<file path="src/include/watch_peak_pkg.sv">
// package: register map, field layout, resets and carriers for window/peak
package watch_peak_pkg;

	localparam int unsigned ADDR_W = 8;            // register address width
	localparam int unsigned DATA_W = 8;            // register data width
	localparam int unsigned CODE_W = 12;           // conversion result width

	// register offsets
	localparam logic [7:0] OFS_HYST_HIGH_NIB  = 8'h3c;
	localparam logic [7:0] OFS_UPPER_BYTE     = 8'h3d;
	localparam logic [7:0] OFS_COUNT_LOW_NIB  = 8'h3e;
	localparam logic [7:0] OFS_LOWER_BYTE     = 8'h3f;
	localparam logic [7:0] OFS_PEAK_LOW       = 8'h60;
	localparam logic [7:0] OFS_PEAK_HIGH      = 8'h61;

	// field positions inside the nibble-sharing registers
	localparam int unsigned NIB_HI_LSB  = 4;       // threshold nibble at 7:4
	localparam int unsigned NIB_LO_LSB  = 0;       // setting nibble at 3:0
	localparam int unsigned HYST_SHIFT  = 3;       // hysteresis scale shift

	// reset values
	localparam logic [7:0] RST_HYST_HIGH_NIB = 8'hf0;
	localparam logic [7:0] RST_UPPER_BYTE    = 8'hff;
	localparam logic [7:0] RST_COUNT_LOW_NIB = 8'h00;
	localparam logic [7:0] RST_LOWER_BYTE    = 8'h00;
	localparam logic [7:0] RST_PEAK_BYTE     = 8'h00;

	// register access request from the device's command logic
	typedef struct packed {
		logic       wr;                          // write strobe
		logic       rd;                          // read strobe
		logic [7:0] addr;                        // register offset
		logic [7:0] wdata;                       // write data
	} reg_req_type;

	// window configuration handed to the comparator
	typedef struct packed {
		logic [11:0] upper;                      // full high limit
		logic [11:0] lower;                      // full low limit
		logic [6:0]  hyst;                       // scaled hysteresis
		logic [3:0]  count;                      // n of n+1 samples
	} window_cfg_type;

endpackage : watch_peak_pkg

</file>
<file path="src/design/window_checker.sv">
// module: hysteresis window comparator with consecutive-sample counter
`timescale 1ns/100ps
`default_nettype none

module window_checker #(
	parameter int unsigned CODE_W = 12       // conversion result width
) (
	input  wire logic                          i_clock,
	input  wire logic                          i_resetn,
	input  wire logic                          i_sample_valid,
	input  wire logic [CODE_W-1:0]             i_sample_code,
	input  wire watch_peak_pkg::window_cfg_type i_cfg,
	output logic                               o_event,
	output logic                               o_alarm_state
);

	// elaboration-time refusal: the limit layout is fixed at twelve bits
	if (CODE_W != 12) begin : g_code_w_check
		$error("window_checker serves 12-bit codes only");
	end

	logic        alarm_ff;                     // currently outside window
	logic [4:0]  run_ff;                       // consecutive outside samples
	logic        event_ff;                     // one-cycle event pulse
	logic [4:0]  nxt_run;
	logic        nxt_alarm;
	logic        nxt_event;

	// hysteresis pulls each limit toward the window once alarmed, so a
	// code jittering at the edge does not chatter the flag
	wire  [12:0] high_rel = {1'b0, i_cfg.upper} - {6'h00, i_cfg.hyst};
	wire  [12:0] low_rel  = {1'b0, i_cfg.lower} + {6'h00, i_cfg.hyst};
	wire         above    = i_sample_code > i_cfg.upper;
	wire         below    = i_sample_code < i_cfg.lower;
	wire         still_hi = high_rel[12] ? 1'b1
		: ({1'b0, i_sample_code} > high_rel);
	wire         still_lo = {1'b0, i_sample_code} < low_rel;
	wire         outside  = alarm_ff ? (still_hi || still_lo)
		: (above || below);
	wire  [4:0]  need     = {1'b0, i_cfg.count} + 5'h01;

	// count runs of outside samples; an inside sample restarts the run
	always_comb begin
		nxt_run   = run_ff;
		nxt_alarm = alarm_ff;
		nxt_event = 1'b0;
		if (i_sample_valid) begin
			if (!outside) begin
				nxt_run   = 5'h00;
				nxt_alarm = 1'b0;
			end else if (run_ff + 5'h01 >= need) begin
				nxt_run   = need;                        // saturate at n+1
				nxt_event = !alarm_ff;
				nxt_alarm = 1'b1;
			end else begin
				nxt_run = run_ff + 5'h01;
			end
		end
	end

	// state registers
	always_ff @(posedge i_clock or negedge i_resetn) begin
		if (!i_resetn) begin
			run_ff   <= 5'h00;
			alarm_ff <= 1'b0;
			event_ff <= 1'b0;
		end else begin
			run_ff   <= nxt_run;
			alarm_ff <= nxt_alarm;
			event_ff <= nxt_event;
		end
	end

	assign o_event       = event_ff;
	assign o_alarm_state = alarm_ff;

	// an event pulse needs n+1 outside samples counted in the run
	a_event_needs_run: assert property (
		@(posedge i_clock) disable iff (!i_resetn)
		o_event |-> run_ff == need)
		else $error("event before n+1 samples");

endmodule : window_checker

`default_nettype wire

</file>
<file path="src/design/window_peak_top.sv">
// module: channel window watchdog registers and peak-code recorder
//
// Operation
// - high limit is top byte plus nibble
// - low limit is top byte plus nibble
// - threshold bytes match result bits eleven to four
// - hysteresis nibble shifted three, both limits
// - event after n+1 consecutive outside samples
// - track maximum code as low/high bytes
// - reading either peak byte clears the whole peak
// - reset leaves window fully open
`timescale 1ns/100ps
`default_nettype none

module window_peak_top #(
	parameter int unsigned CODE_W = 12       // conversion result width
) (
	input  wire logic                         i_clock,
	input  wire logic                         i_resetn,
	input  wire watch_peak_pkg::reg_req_type  i_req,
	input  wire logic                         i_win_valid,
	input  wire logic [CODE_W-1:0]            i_win_code,
	input  wire logic                         i_peak_valid,
	input  wire logic [CODE_W-1:0]            i_peak_code,
	output logic [7:0]                        o_rdata,
	output logic                              o_rvalid,
	output logic                              o_event,
	output logic                              o_alarm_state
);

	// elaboration-time refusal: byte plus nibble only spans twelve bits
	if (CODE_W != 12) begin : g_code_w_check
		$error("window_peak_top serves 12-bit codes only");
	end

	// configuration, peak and read-answer registers
	logic [7:0]  hyst_nib_ff;                  // high nibble + hysteresis
	logic [7:0]  upper_ff;                     // high threshold top byte
	logic [7:0]  count_nib_ff;                 // low nibble + event count
	logic [7:0]  lower_ff;                     // low threshold top byte
	logic [11:0] peak_ff;                      // largest code since read
	logic [7:0]  rdata_ff;                     // registered read data
	logic        rvalid_ff;                    // read answer strobe
	logic        event_w;
	logic        alarm_w;
	logic        event_ff;
	logic        alarm_ff;

	// address decode
	wire wr_hyst  = i_req.wr && i_req.addr == watch_peak_pkg::OFS_HYST_HIGH_NIB;
	wire wr_upper = i_req.wr && i_req.addr == watch_peak_pkg::OFS_UPPER_BYTE;
	wire wr_count = i_req.wr && i_req.addr == watch_peak_pkg::OFS_COUNT_LOW_NIB;
	wire wr_lower = i_req.wr && i_req.addr == watch_peak_pkg::OFS_LOWER_BYTE;
	wire rd_plo   = i_req.rd && i_req.addr == watch_peak_pkg::OFS_PEAK_LOW;
	wire rd_phi   = i_req.rd && i_req.addr == watch_peak_pkg::OFS_PEAK_HIGH;
	wire rd_peak  = rd_plo || rd_phi;

	// nibbles cut out of the shared registers at their package positions
	wire [3:0] upper_limit_low_nibble =
		hyst_nib_ff[watch_peak_pkg::NIB_HI_LSB +: 4];
	wire [3:0] window_hyst_setting =
		hyst_nib_ff[watch_peak_pkg::NIB_LO_LSB +: 4];
	wire [3:0] lower_limit_low_nibble =
		count_nib_ff[watch_peak_pkg::NIB_HI_LSB +: 4];
	wire [3:0] consecutive_sample_count =
		count_nib_ff[watch_peak_pkg::NIB_LO_LSB +: 4];

	// assemble the twelve-bit limits: byte on top, nibble below
	watch_peak_pkg::window_cfg_type cfg;
	assign cfg.upper = {upper_ff, upper_limit_low_nibble};
	assign cfg.lower = {lower_ff, lower_limit_low_nibble};
	// hysteresis is the setting with three zero bits below it
	assign cfg.hyst  =
		7'(window_hyst_setting) << watch_peak_pkg::HYST_SHIFT;
	assign cfg.count = consecutive_sample_count;

	// peak byte view: low byte is code 7:0, high byte holds 11:8
	wire [7:0] peak_lo = peak_ff[7:0];
	wire [7:0] peak_hi = {4'h0, peak_ff[11:8]};

	// read mux; unmapped offsets read zero
	wire [7:0] rd_mux =
		(i_req.addr == watch_peak_pkg::OFS_HYST_HIGH_NIB) ? hyst_nib_ff :
		(i_req.addr == watch_peak_pkg::OFS_UPPER_BYTE)    ? upper_ff :
		(i_req.addr == watch_peak_pkg::OFS_COUNT_LOW_NIB) ? count_nib_ff :
		(i_req.addr == watch_peak_pkg::OFS_LOWER_BYTE)    ? lower_ff :
		rd_plo ? peak_lo :
		rd_phi ? peak_hi : 8'h00;

	// a new sample in the read cycle still counts: it wins over the clear
	wire        new_max  = i_peak_valid && (i_peak_code > peak_ff);
	wire [11:0] nxt_peak = rd_peak ? (i_peak_valid ? i_peak_code : 12'h000)
		: (new_max ? i_peak_code : peak_ff);

	window_checker #(
		.CODE_W (CODE_W)
	) u_checker (
		.i_clock        (i_clock),
		.i_resetn       (i_resetn),
		.i_sample_valid (i_win_valid),
		.i_sample_code  (i_win_code),
		.i_cfg          (cfg),
		.o_event        (event_w),
		.o_alarm_state  (alarm_w)
	);

	// configuration writes
	always_ff @(posedge i_clock or negedge i_resetn) begin
		if (!i_resetn) begin
			hyst_nib_ff  <= watch_peak_pkg::RST_HYST_HIGH_NIB;
			upper_ff     <= watch_peak_pkg::RST_UPPER_BYTE;
			count_nib_ff <= watch_peak_pkg::RST_COUNT_LOW_NIB;
			lower_ff     <= watch_peak_pkg::RST_LOWER_BYTE;
		end else begin
			if (wr_hyst)  hyst_nib_ff  <= i_req.wdata;
			if (wr_upper) upper_ff     <= i_req.wdata;
			if (wr_count) count_nib_ff <= i_req.wdata;
			if (wr_lower) lower_ff     <= i_req.wdata;
		end
	end

	// peak tracking and clear-on-read
	always_ff @(posedge i_clock or negedge i_resetn) begin
		if (!i_resetn) begin
			peak_ff <= 12'h000;
		end else begin
			peak_ff <= nxt_peak;
		end
	end

	// read answer and flopped outputs
	always_ff @(posedge i_clock or negedge i_resetn) begin
		if (!i_resetn) begin
			rdata_ff  <= 8'h00;
			rvalid_ff <= 1'b0;
			event_ff  <= 1'b0;
			alarm_ff  <= 1'b0;
		end else begin
			rdata_ff  <= i_req.rd ? rd_mux : rdata_ff;
			rvalid_ff <= i_req.rd;
			event_ff  <= event_w;
			alarm_ff  <= alarm_w;
		end
	end

	assign o_rdata       = rdata_ff;
	assign o_rvalid      = rvalid_ff;
	assign o_event       = event_ff;
	assign o_alarm_state = alarm_ff;

	// reference limits rebuilt straight from the register bytes, so the
	// alarm and band checks below do not lean on the cfg carrier that they guard
	wire [11:0] up_lim   = {upper_ff, hyst_nib_ff[7:4]};
	wire [11:0] lo_lim   = {lower_ff, count_nib_ff[7:4]};
	wire        out_raw  = i_win_code > up_lim || i_win_code < lo_lim;
	wire [12:0] hyst_amt = 13'(hyst_nib_ff[3:0]) * 13'd8;
	wire        hi_band  = ({1'b0, i_win_code} + hyst_amt) > {1'b0, up_lim};
	wire        lo_band  = {1'b0, i_win_code} < ({1'b0, lo_lim} + hyst_amt);

	// a read with no sample in the same cycle empties the recorder
	a_peak_clears: assert property (
		@(posedge i_clock) disable iff (!i_resetn)
		rd_peak && !i_peak_valid |=> peak_ff == 12'h000)
		else $error("peak not cleared by read");

	// a larger code replaces the stored peak
	a_peak_grows: assert property (
		@(posedge i_clock) disable iff (!i_resetn)
		!rd_peak && new_max |=> peak_ff == $past(i_peak_code))
		else $error("peak missed a larger code");

	// without a read the stored peak never falls
	a_peak_holds: assert property (
		@(posedge i_clock) disable iff (!i_resetn)
		!rd_peak |=> peak_ff >= $past(peak_ff))
		else $error("peak fell without a read");

	// low byte answer carries code bits seven to zero
	a_peak_read_data: assert property (
		@(posedge i_clock) disable iff (!i_resetn)
		rd_plo |=> o_rvalid && o_rdata == $past(peak_ff[7:0]))
		else $error("peak low byte read wrong");

	// high byte answer carries code bits eleven to eight
	a_peak_high_read: assert property (
		@(posedge i_clock) disable iff (!i_resetn)
		rd_phi |=> o_rvalid && o_rdata == {4'h0, $past(peak_ff[11:8])})
		else $error("peak high byte read wrong");

	// a sample inside both limits never raises the alarm
	a_high_limit: assert property (
		@(posedge i_clock) disable iff (!i_resetn)
		i_win_valid && !alarm_w && !out_raw |=> !alarm_w)
		else $error("alarm raised inside the window");

	// alarm entry only follows a sample beyond a limit
	a_low_limit: assert property (
		@(posedge i_clock) disable iff (!i_resetn)
		$rose(alarm_w) |-> $past(i_win_valid) && $past(out_raw))
		else $error("alarm entered without an outside sample");

	// inside the hysteresis band an alarm holds
	a_hyst_scale: assert property (
		@(posedge i_clock) disable iff (!i_resetn)
		i_win_valid && alarm_w && (hi_band || lo_band) |=> alarm_w)
		else $error("alarm dropped inside hysteresis band");

	// beyond the hysteresis band an alarm releases
	a_hyst_release: assert property (
		@(posedge i_clock) disable iff (!i_resetn)
		i_win_valid && alarm_w && !hi_band && !lo_band |=> !alarm_w)
		else $error("alarm kept past hysteresis band");

	// a written threshold byte lands in the top of the limit
	a_byte_align: assert property (
		@(posedge i_clock) disable iff (!i_resetn)
		wr_upper |=> cfg.upper[11:4] == $past(i_req.wdata))
		else $error("threshold byte not top aligned");

	// entry into alarm shows as an event pulse one edge later
	a_event_delay: assert property (
		@(posedge i_clock) disable iff (!i_resetn)
		$rose(alarm_w) |=> o_event && o_alarm_state)
		else $error("event not forwarded");

	// an event lasts exactly one cycle
	a_event_single: assert property (
		@(posedge i_clock) disable iff (!i_resetn)
		o_event |=> !o_event)
		else $error("event pulse too long");

	// right after reset the window spans every code
	a_reset_open: assert property (
		@(posedge i_clock)
		$rose(i_resetn) |-> cfg.upper == 12'hfff && cfg.lower == 12'h000)
		else $error("window not open after reset");

endmodule : window_peak_top

`default_nettype wire

</file>
<file path="config.mk">
export PLATFORM = sky130hd
export DESIGN_NAME = window_peak_top
export DESIGN_NICKNAME = d
export VERILOG_FILES = /design/src/include/watch_peak_pkg.sv /design/src/design/window_checker.sv /design/src/design/window_peak_top.sv
export SDC_FILE = /design/constraint.sdc
export NUM_CORES = 1
export LEC_CHECK = 0
export BUFFER_PORTS_ARGS = -buffer_cell sky130_fd_sc_hd__buf_2
export CAP_MARGIN = 10
export CORE_MARGIN = 8
export CORE_UTILIZATION = 60
export CTS_CLUSTER_SIZE = 12
export DETAILED_ROUTE_END_ITERATION = 16
export PLACE_DENSITY_LB_ADDON = 0.2
export SYNTH_ARGS = -nofsm -noshare
export SYNTH_HDL_FRONTEND = slang
export SYNTH_SLANG_ARGS = --single-unit
</file>
<file path="constraint.sdc">
create_clock -name i_clock -period 4.2 [get_ports i_clock]
set_clock_uncertainty 0.05 [all_clocks]
set_input_delay 0.42 -clock i_clock [delete_from_list [all_inputs] [get_ports i_clock]]
set_output_delay 0.42 -clock i_clock [all_outputs]
set_load 0.01 [all_outputs]
</file>
==> results of run 1 <==
state kept, by name, indices dropped and copies added (netlist names):
name / cells
peak_ff: 12
count_nib_ff: 8
hyst_nib_ff: 8
lower_ff: 8
o_rdata: 8
upper_ff: 8
u_checker.run_ff: 5
o_alarm_state: 1
o_event: 1
o_rvalid: 1
u_checker.o_alarm_state: 1
u_checker.o_event: 1
cells by family after synthesis:
kind of cell | synth area share [%]
AND/OR/NAND/NOR | 12.6
AO/OA/AOI/OAI | 20.7
XOR/XNOR | 3.43
adder cells (fa/ha/maj) | 18.4
buffers and inverters | 6.01
multiplexers | 6.60
flip-flops | 32.3
synth_stat cells, types with 3 or more instances:
cell	count
xnor2_1	16
dfrtp_1	50
a22oi_1	12
a31oi_1	3
o21ai_0	37
xor2_1	3
ha_1	68
buf_4	3
buf_2	3
dfstp_2	12
a31o_1	3
nor2b_1	3
and3_1	5
inv_1	47
a21oi_1	43
a211oi_1	6
clkbuf_1	9
mux2_2	20
nor3_2	3
o21a_1	7
and4_1	5
nand3_1	19
nand2_1	28
a21o_1	17
o21ai_1	6
mux2i_1	5
nor3_1	7
nand4_1	8
nor2_1	17
o221ai_1	4
worst reg2reg max path, cell delays in order, from the launching register on:
cell and delay [ns]:
dfstp_2 0.37, inv_1 0.08, ha_1 0.19, inv_1 0.08, fa_1 0.41, a21o_1 0.19
a21oi_1 0.22, nand2_1 0.12, nor3_1 0.19, xnor2_1 0.15, ha_1 0.28, and3_1 0.21
a211oi_1 0.23, a31oi_1 0.07, o21ai_0 0.08, o2111a_2 0.27, mux2i_4 0.10, a31o_1 0.23
layer usage:
layer  share of wire, %  GRT usage [%]  wire length, um  vias up
li1                   -              -                -     1976
met1                 45           28.5             5440     1965
met2                 49           36.7             5940      116
met3                4.8           4.23              588       16
met4                1.4           6.93              164        0
met5                  0              0                0        -
placed cells by master, fill, tap and decap left out, types with 5 or more instances in the layout:
cell type  instances
nand3_1           19
and4_1             5
nor2_1            17
a211oi_1           6
mux2i_1            5
nand2_1           28
and3_1             5
clkbuf_8          11
ha_1              68
dfstp_2           12
o21a_1             7
mux2_2            20
o21ai_1            6
o21ai_0           37
a21o_1            17
a21oi_1           43
inv_1             47
nor3_1             7
xnor2_1           16
a22oi_1           12
nand4_1            8
dfrtp_1           50
buf_2             56
power breakdown:
| part | internal, mW | switching (mW) |
|---|---|---|
| Clock | 0.246 | 0.235 |
| Combinational | 0.355 | 0.422 |
| Sequential | 0.716 | 0.110 |
per-stage QoR:
| step | setup WS [ns] | util (%) | area, um2 | power (mW) |
|---|---|---|---|---|
| after CTS | 0.582 | 66.6 | 5340 | 2.09 |
| after floorplan | 0.924 | - | 4850 | 1.39 |
| after detailed placement | 0.613 | 64.4 | 5160 | 1.61 |
| after global placement | 0.704 | 64.4 | 5160 | 1.56 |
| after global routing | 0.362 | 66.6 | 5340 | 2.24 |
| final | 0.567 | 66.6 | 5340 | 2.08 |
final cells by class:
type	instances	area, um2
multi-input cells	385	2990
fillers	671	2670
flip-flops and latches	62	1570
repair buffers	57	288
inverters	48	180
clock buffers	13	159
well taps	105	131
clock inverters	3	18.8
how the worst max path moves through the flow:
stage	startpoint	endpoint	cells past startpoint
floorplan	hyst_nib_ff[7]	u_checker.run_ff[4]	17
global placement	hyst_nib_ff[7]	u_checker.run_ff[4]	17
detailed placement	hyst_nib_ff[7]	u_checker.run_ff[4]	17
CTS	hyst_nib_ff[7]	u_checker.run_ff[4]	17
global route	hyst_nib_ff[7]	u_checker.run_ff[4]	17
finish	hyst_nib_ff[7]	u_checker.run_ff[4]	17
==> flow_summary.toml, run 1 <==
[outcome]
outcome = "complete, no violations"

[sta]
finalMaxSlewViolations = 0
max_freq_mhz = 275
holdWs_ns = 0.0755
hold_viol = 0
rsz0062_at_grt = "false"
worst_pin_slew_ns = 0.872
relSlewSlack_pct = 41.6
period_share_pct = 86.5
final.min_clock_period_ns = 3.63
setup_viol = 0
finalSetupTns_ns = 0

[synthesis]
yosysTopAreaCell = "dfrtp_1"
syn-cell-area_um2 = 4850
yosysSeqAreaShare_pct = 32.3
ys.flop_type = "dfrtp_1"
netlist_top_cells_area = "dfrtp_1, ha_1, dfstp_2"
synth.avg_cell_area_um2 = 9.44
synth_edf_count = 0
ys_warn_count = 0
synth_cell_types = 65
syn-num-nets = 630
ys_seq_elements = 62
async_flop_share_pct = 100
synth.top_cell.area_share_pct = 25.8
synthCells = 514

[drt]
num_vias = 4073
wl_per_cell_um = 18.0
via_per_inst = 6.05
wirelength_um = 12100
first_pass_iters = 5
ant_nets = 0
drc_errors = 0
drt_iter0_drc = 313

[worst_setup_path]
reg2reg_to = "u_checker.run_ff[4]"
r2r_start = "hyst_nib_ff[7]"
path_cells = "inv_1, ha_1, inv_1, fa_1, a21o_1, a21oi_1, nand2_1, nor3_1, xnor2_1, ha_1, and3_1, a211oi_1, a31oi_1, o21ai_0, o2111a_2, mux2i_4, a31o_1"
crit_path_top_delay_cell = "fa_1"
arrival_ns = 3.81
r2r_setup_slack_ns = 0.57
end_kind = "register"
worst-path-buf-inv = 2
crit_required_ns = 4.38
worst-setup-path-type = "register to register"
critical_path.max_fanout = 5
cp_slowest_stage_delay_ns = 0.41
reg2reg_depth = 17
crit_family = "compound AO/OA/AOI/OAI gates"
cp-start-kind = "register"

[cells_and_area]
diodes = 0
synthToLayoutAreaGrowth_pct = 10.0
drive_gt1_share_pct = 21.7
fin_nets = 679
layoutNonFillerInstCount = 673

[cts]
clkLatencyLatePin_ns = 0.34
cts_hold_buf = 0
clkSinkCount = 62
cts_buffer_depth = 2
cts_buffers = 9
root_buffer = "clkbuf_8"
post_cts_resized = 0
cts_setup_buffers = 0
htree_levels = 3
tritoncts = "yes"
path_clk_slew_ns = 0.08

[placed_design]
port_buffers = 56
numPlacedInstances = 657
gp_congestion = 0.924
dp_hpwl_um = 9600

[worst_hold_path]
hp-class = "input port to async pin"

[die]
ios = 57
die_h_um = 106
die_w_um = 106
rows = 33
dieArea_um2 = 11200
start_util_pct = 60.6
coreArea_um2 = 8010

[grt]
grt.overflow.total = 0
grt_max_degree = 35
grt_pass1_wl_um = 20100
antenna_found_initial = 0
track_usage_pct = 22.1
first_global_vias = 4122

[power]
p_leak_nw = 2.57
ir_drop_v = 0.000286
power.density_nw_per_um2 = 391

[job]
maxCapViolations = 0
Note: power is estimated with default switching activity, not from simulation.
==> run 2: changes to the inputs <==
--- a/config.mk
+++ b/config.mk
@@ -12,6 +12,7 @@
 export CTS_CLUSTER_SIZE = 12
 export DETAILED_ROUTE_END_ITERATION = 16
 export PLACE_DENSITY_LB_ADDON = 0.2
+export RECOVER_POWER = 50
 export SYNTH_ARGS = -nofsm -noshare
 export SYNTH_HDL_FRONTEND = slang
 export SYNTH_SLANG_ARGS = --single-unit
==> flow_summary.toml, run 2 (same netlist as run 1, synthesis figures left out) <==
[worst_hold_path]
min_from = "i_req[5]"
hp-class = "input port to register"
min_path_cells = 3
hold_end = "hyst_nib_ff[5]"

[drt]
drc_errors = 0
via_per_inst = 6.04
wirelength_um = 12200
drt_iter0_drc = 293
ant_nets = 0
first_pass_iters = 4
num_vias = 4068
wl_per_cell_um = 18.1

[worst_setup_path]
r2r_start = "hyst_nib_ff[7]"
critical_path.max_fanout = 5
cp-start-kind = "register"
reg2reg_to = "u_checker.run_ff[4]"
end_kind = "register"
r2r_setup_slack_ns = 0.58
reg2reg_depth = 17
worst-setup-path-type = "register to register"
arrival_ns = 3.80
crit_required_ns = 4.38

[cts]
htree_levels = 3
clkLatencyLatePin_ns = 0.34
cts_setup_buffers = 0
cts_buffer_depth = 2
path_clk_slew_ns = 0.08
tritoncts = "yes"
cts_hold_buf = 0
cts_buffers = 9
clkSinkCount = 62
post_cts_resized = 0
root_buffer = "clkbuf_8"

[grt]
antenna_found_initial = 0
grt_pass1_wl_um = 20100
grt.overflow.total = 0
grt_max_degree = 35
track_usage_pct = 22.1
first_global_vias = 4122

[outcome]
violations = "max-capacitance violations, max-slew violations"
outcome = "finished with violations"

[sta]
setup_viol = 0
rsz0062_at_grt = "false"
max_freq_mhz = 276
finalSetupTns_ns = 0
period_share_pct = 86.2
final.min_clock_period_ns = 3.62
hold_viol = 0
worst_pin_slew_ns = 1.82
relSlewSlack_pct = -21.2
finalMaxSlewViolations = 65

[job]
maxCapViolations = 2

[die]
die_w_um = 106
start_util_pct = 60.6
dieArea_um2 = 11200
ios = 57
coreArea_um2 = 8010
rows = 33
die_h_um = 106

[cells_and_area]
final_cell_mix = "ha_1, buf_2, dfrtp_1"
final_util_pct = 66.5
diodes = 0
layout_commonest_cell = "ha_1"
drive_gt1_share_pct = 20.8
fin_nets = 679
largest-register = "peak_ff"
largest_register_ffs = 12
multi_input_area_um2 = 2990
num-fill-cells = 674
synthToLayoutAreaGrowth_pct = 9.82
ff_latch_area_um2 = 1570

[power]
p_leak_nw = 2.56
power.density_nw_per_um2 = 391
ir_drop_v = 0.000286

[placed_design]
dp_hpwl_um = 9600
port_buffers = 56
gp_congestion = 0.924
-- run 2: cell count changes in the layout (fill, tap and decap cells not counted), sizes merged --
| cell | change |
|---|---|
| buf | -5 |
| clkbuf | +5 |
-- run 2: how the worst max path moves through the flow --
stage / from / end / slack, ns / depth (start not counted)
after detailed placement: hyst_nib_ff[7] / u_checker.run_ff[4] / 0.61 / 17
final: hyst_nib_ff[7] / u_checker.run_ff[4] / 0.58 / 17
after global routing: hyst_nib_ff[7] / u_checker.run_ff[4] / 0.36 / 17
after global placement: hyst_nib_ff[7] / u_checker.run_ff[4] / 0.70 / 17
after CTS: hyst_nib_ff[7] / u_checker.run_ff[4] / 0.58 / 17
after floorplan: hyst_nib_ff[7] / u_checker.run_ff[4] / 0.92 / 17
-- run 2: through the flow --
stage	instances	hold WS (ns)	power [mW]	instance area (um2)	setup slack, ns
after global placement	657	0.284	1.56	5160	0.704
after floorplan	514	0.0744	1.39	4850	0.924
final	673	0.274	2.08	5330	0.580
after global routing	673	0.276	2.24	5330	0.362
after CTS	673	0.0953	2.09	5340	0.582
after detailed placement	657	0.286	1.61	5160	0.613
-- run 2: metal layers --
| metal | part of all wire (%) | GRT usage [%] |
|---|---|---|
| met2 | 49 | 36.7 |
| met1 | 45 | 28.5 |
| met5 | 0 | 0 |
| met4 | 1.3 | 6.93 |
| met3 | 5.2 | 4.23 |
-- run 2: layout make-up --
| cell class | count | share of cell area [%] |
|---|---|---|
| Clock buffer | 13 | 2.98 |
| Tap cell | 105 | 2.47 |
| Sequential cell | 62 | 29.4 |
| Clock inverter | 3 | 0.352 |
| Timing Repair Buffer | 57 | 5.24 |
| Inverter | 48 | 3.38 |
| Multi-Input combinational cell | 385 | 56.2 |
-- run 2: power by group --
group,switching [mW],internal [mW],total [mW]
clock,0.235,0.246,0.481
combinational,0.422,0.353,0.775
sequential,0.110,0.716,0.826
total,0.767,1.32,2.08
-- run 2: critical path, stage by stage, from the launching register on --
cell and delay, ns:
dfstp_2 0.37, inv_1 0.08, ha_1 0.19, inv_1 0.08
fa_1 0.40, a21o_1 0.18, a21oi_1 0.22, nand2_1 0.12
nor3_1 0.19, xnor2_1 0.15, ha_1 0.28, and3_1 0.21
a211oi_1 0.22, a31oi_1 0.07, o21ai_0 0.08, o2111a_2 0.27
mux2i_4 0.10, a31o_1 0.23
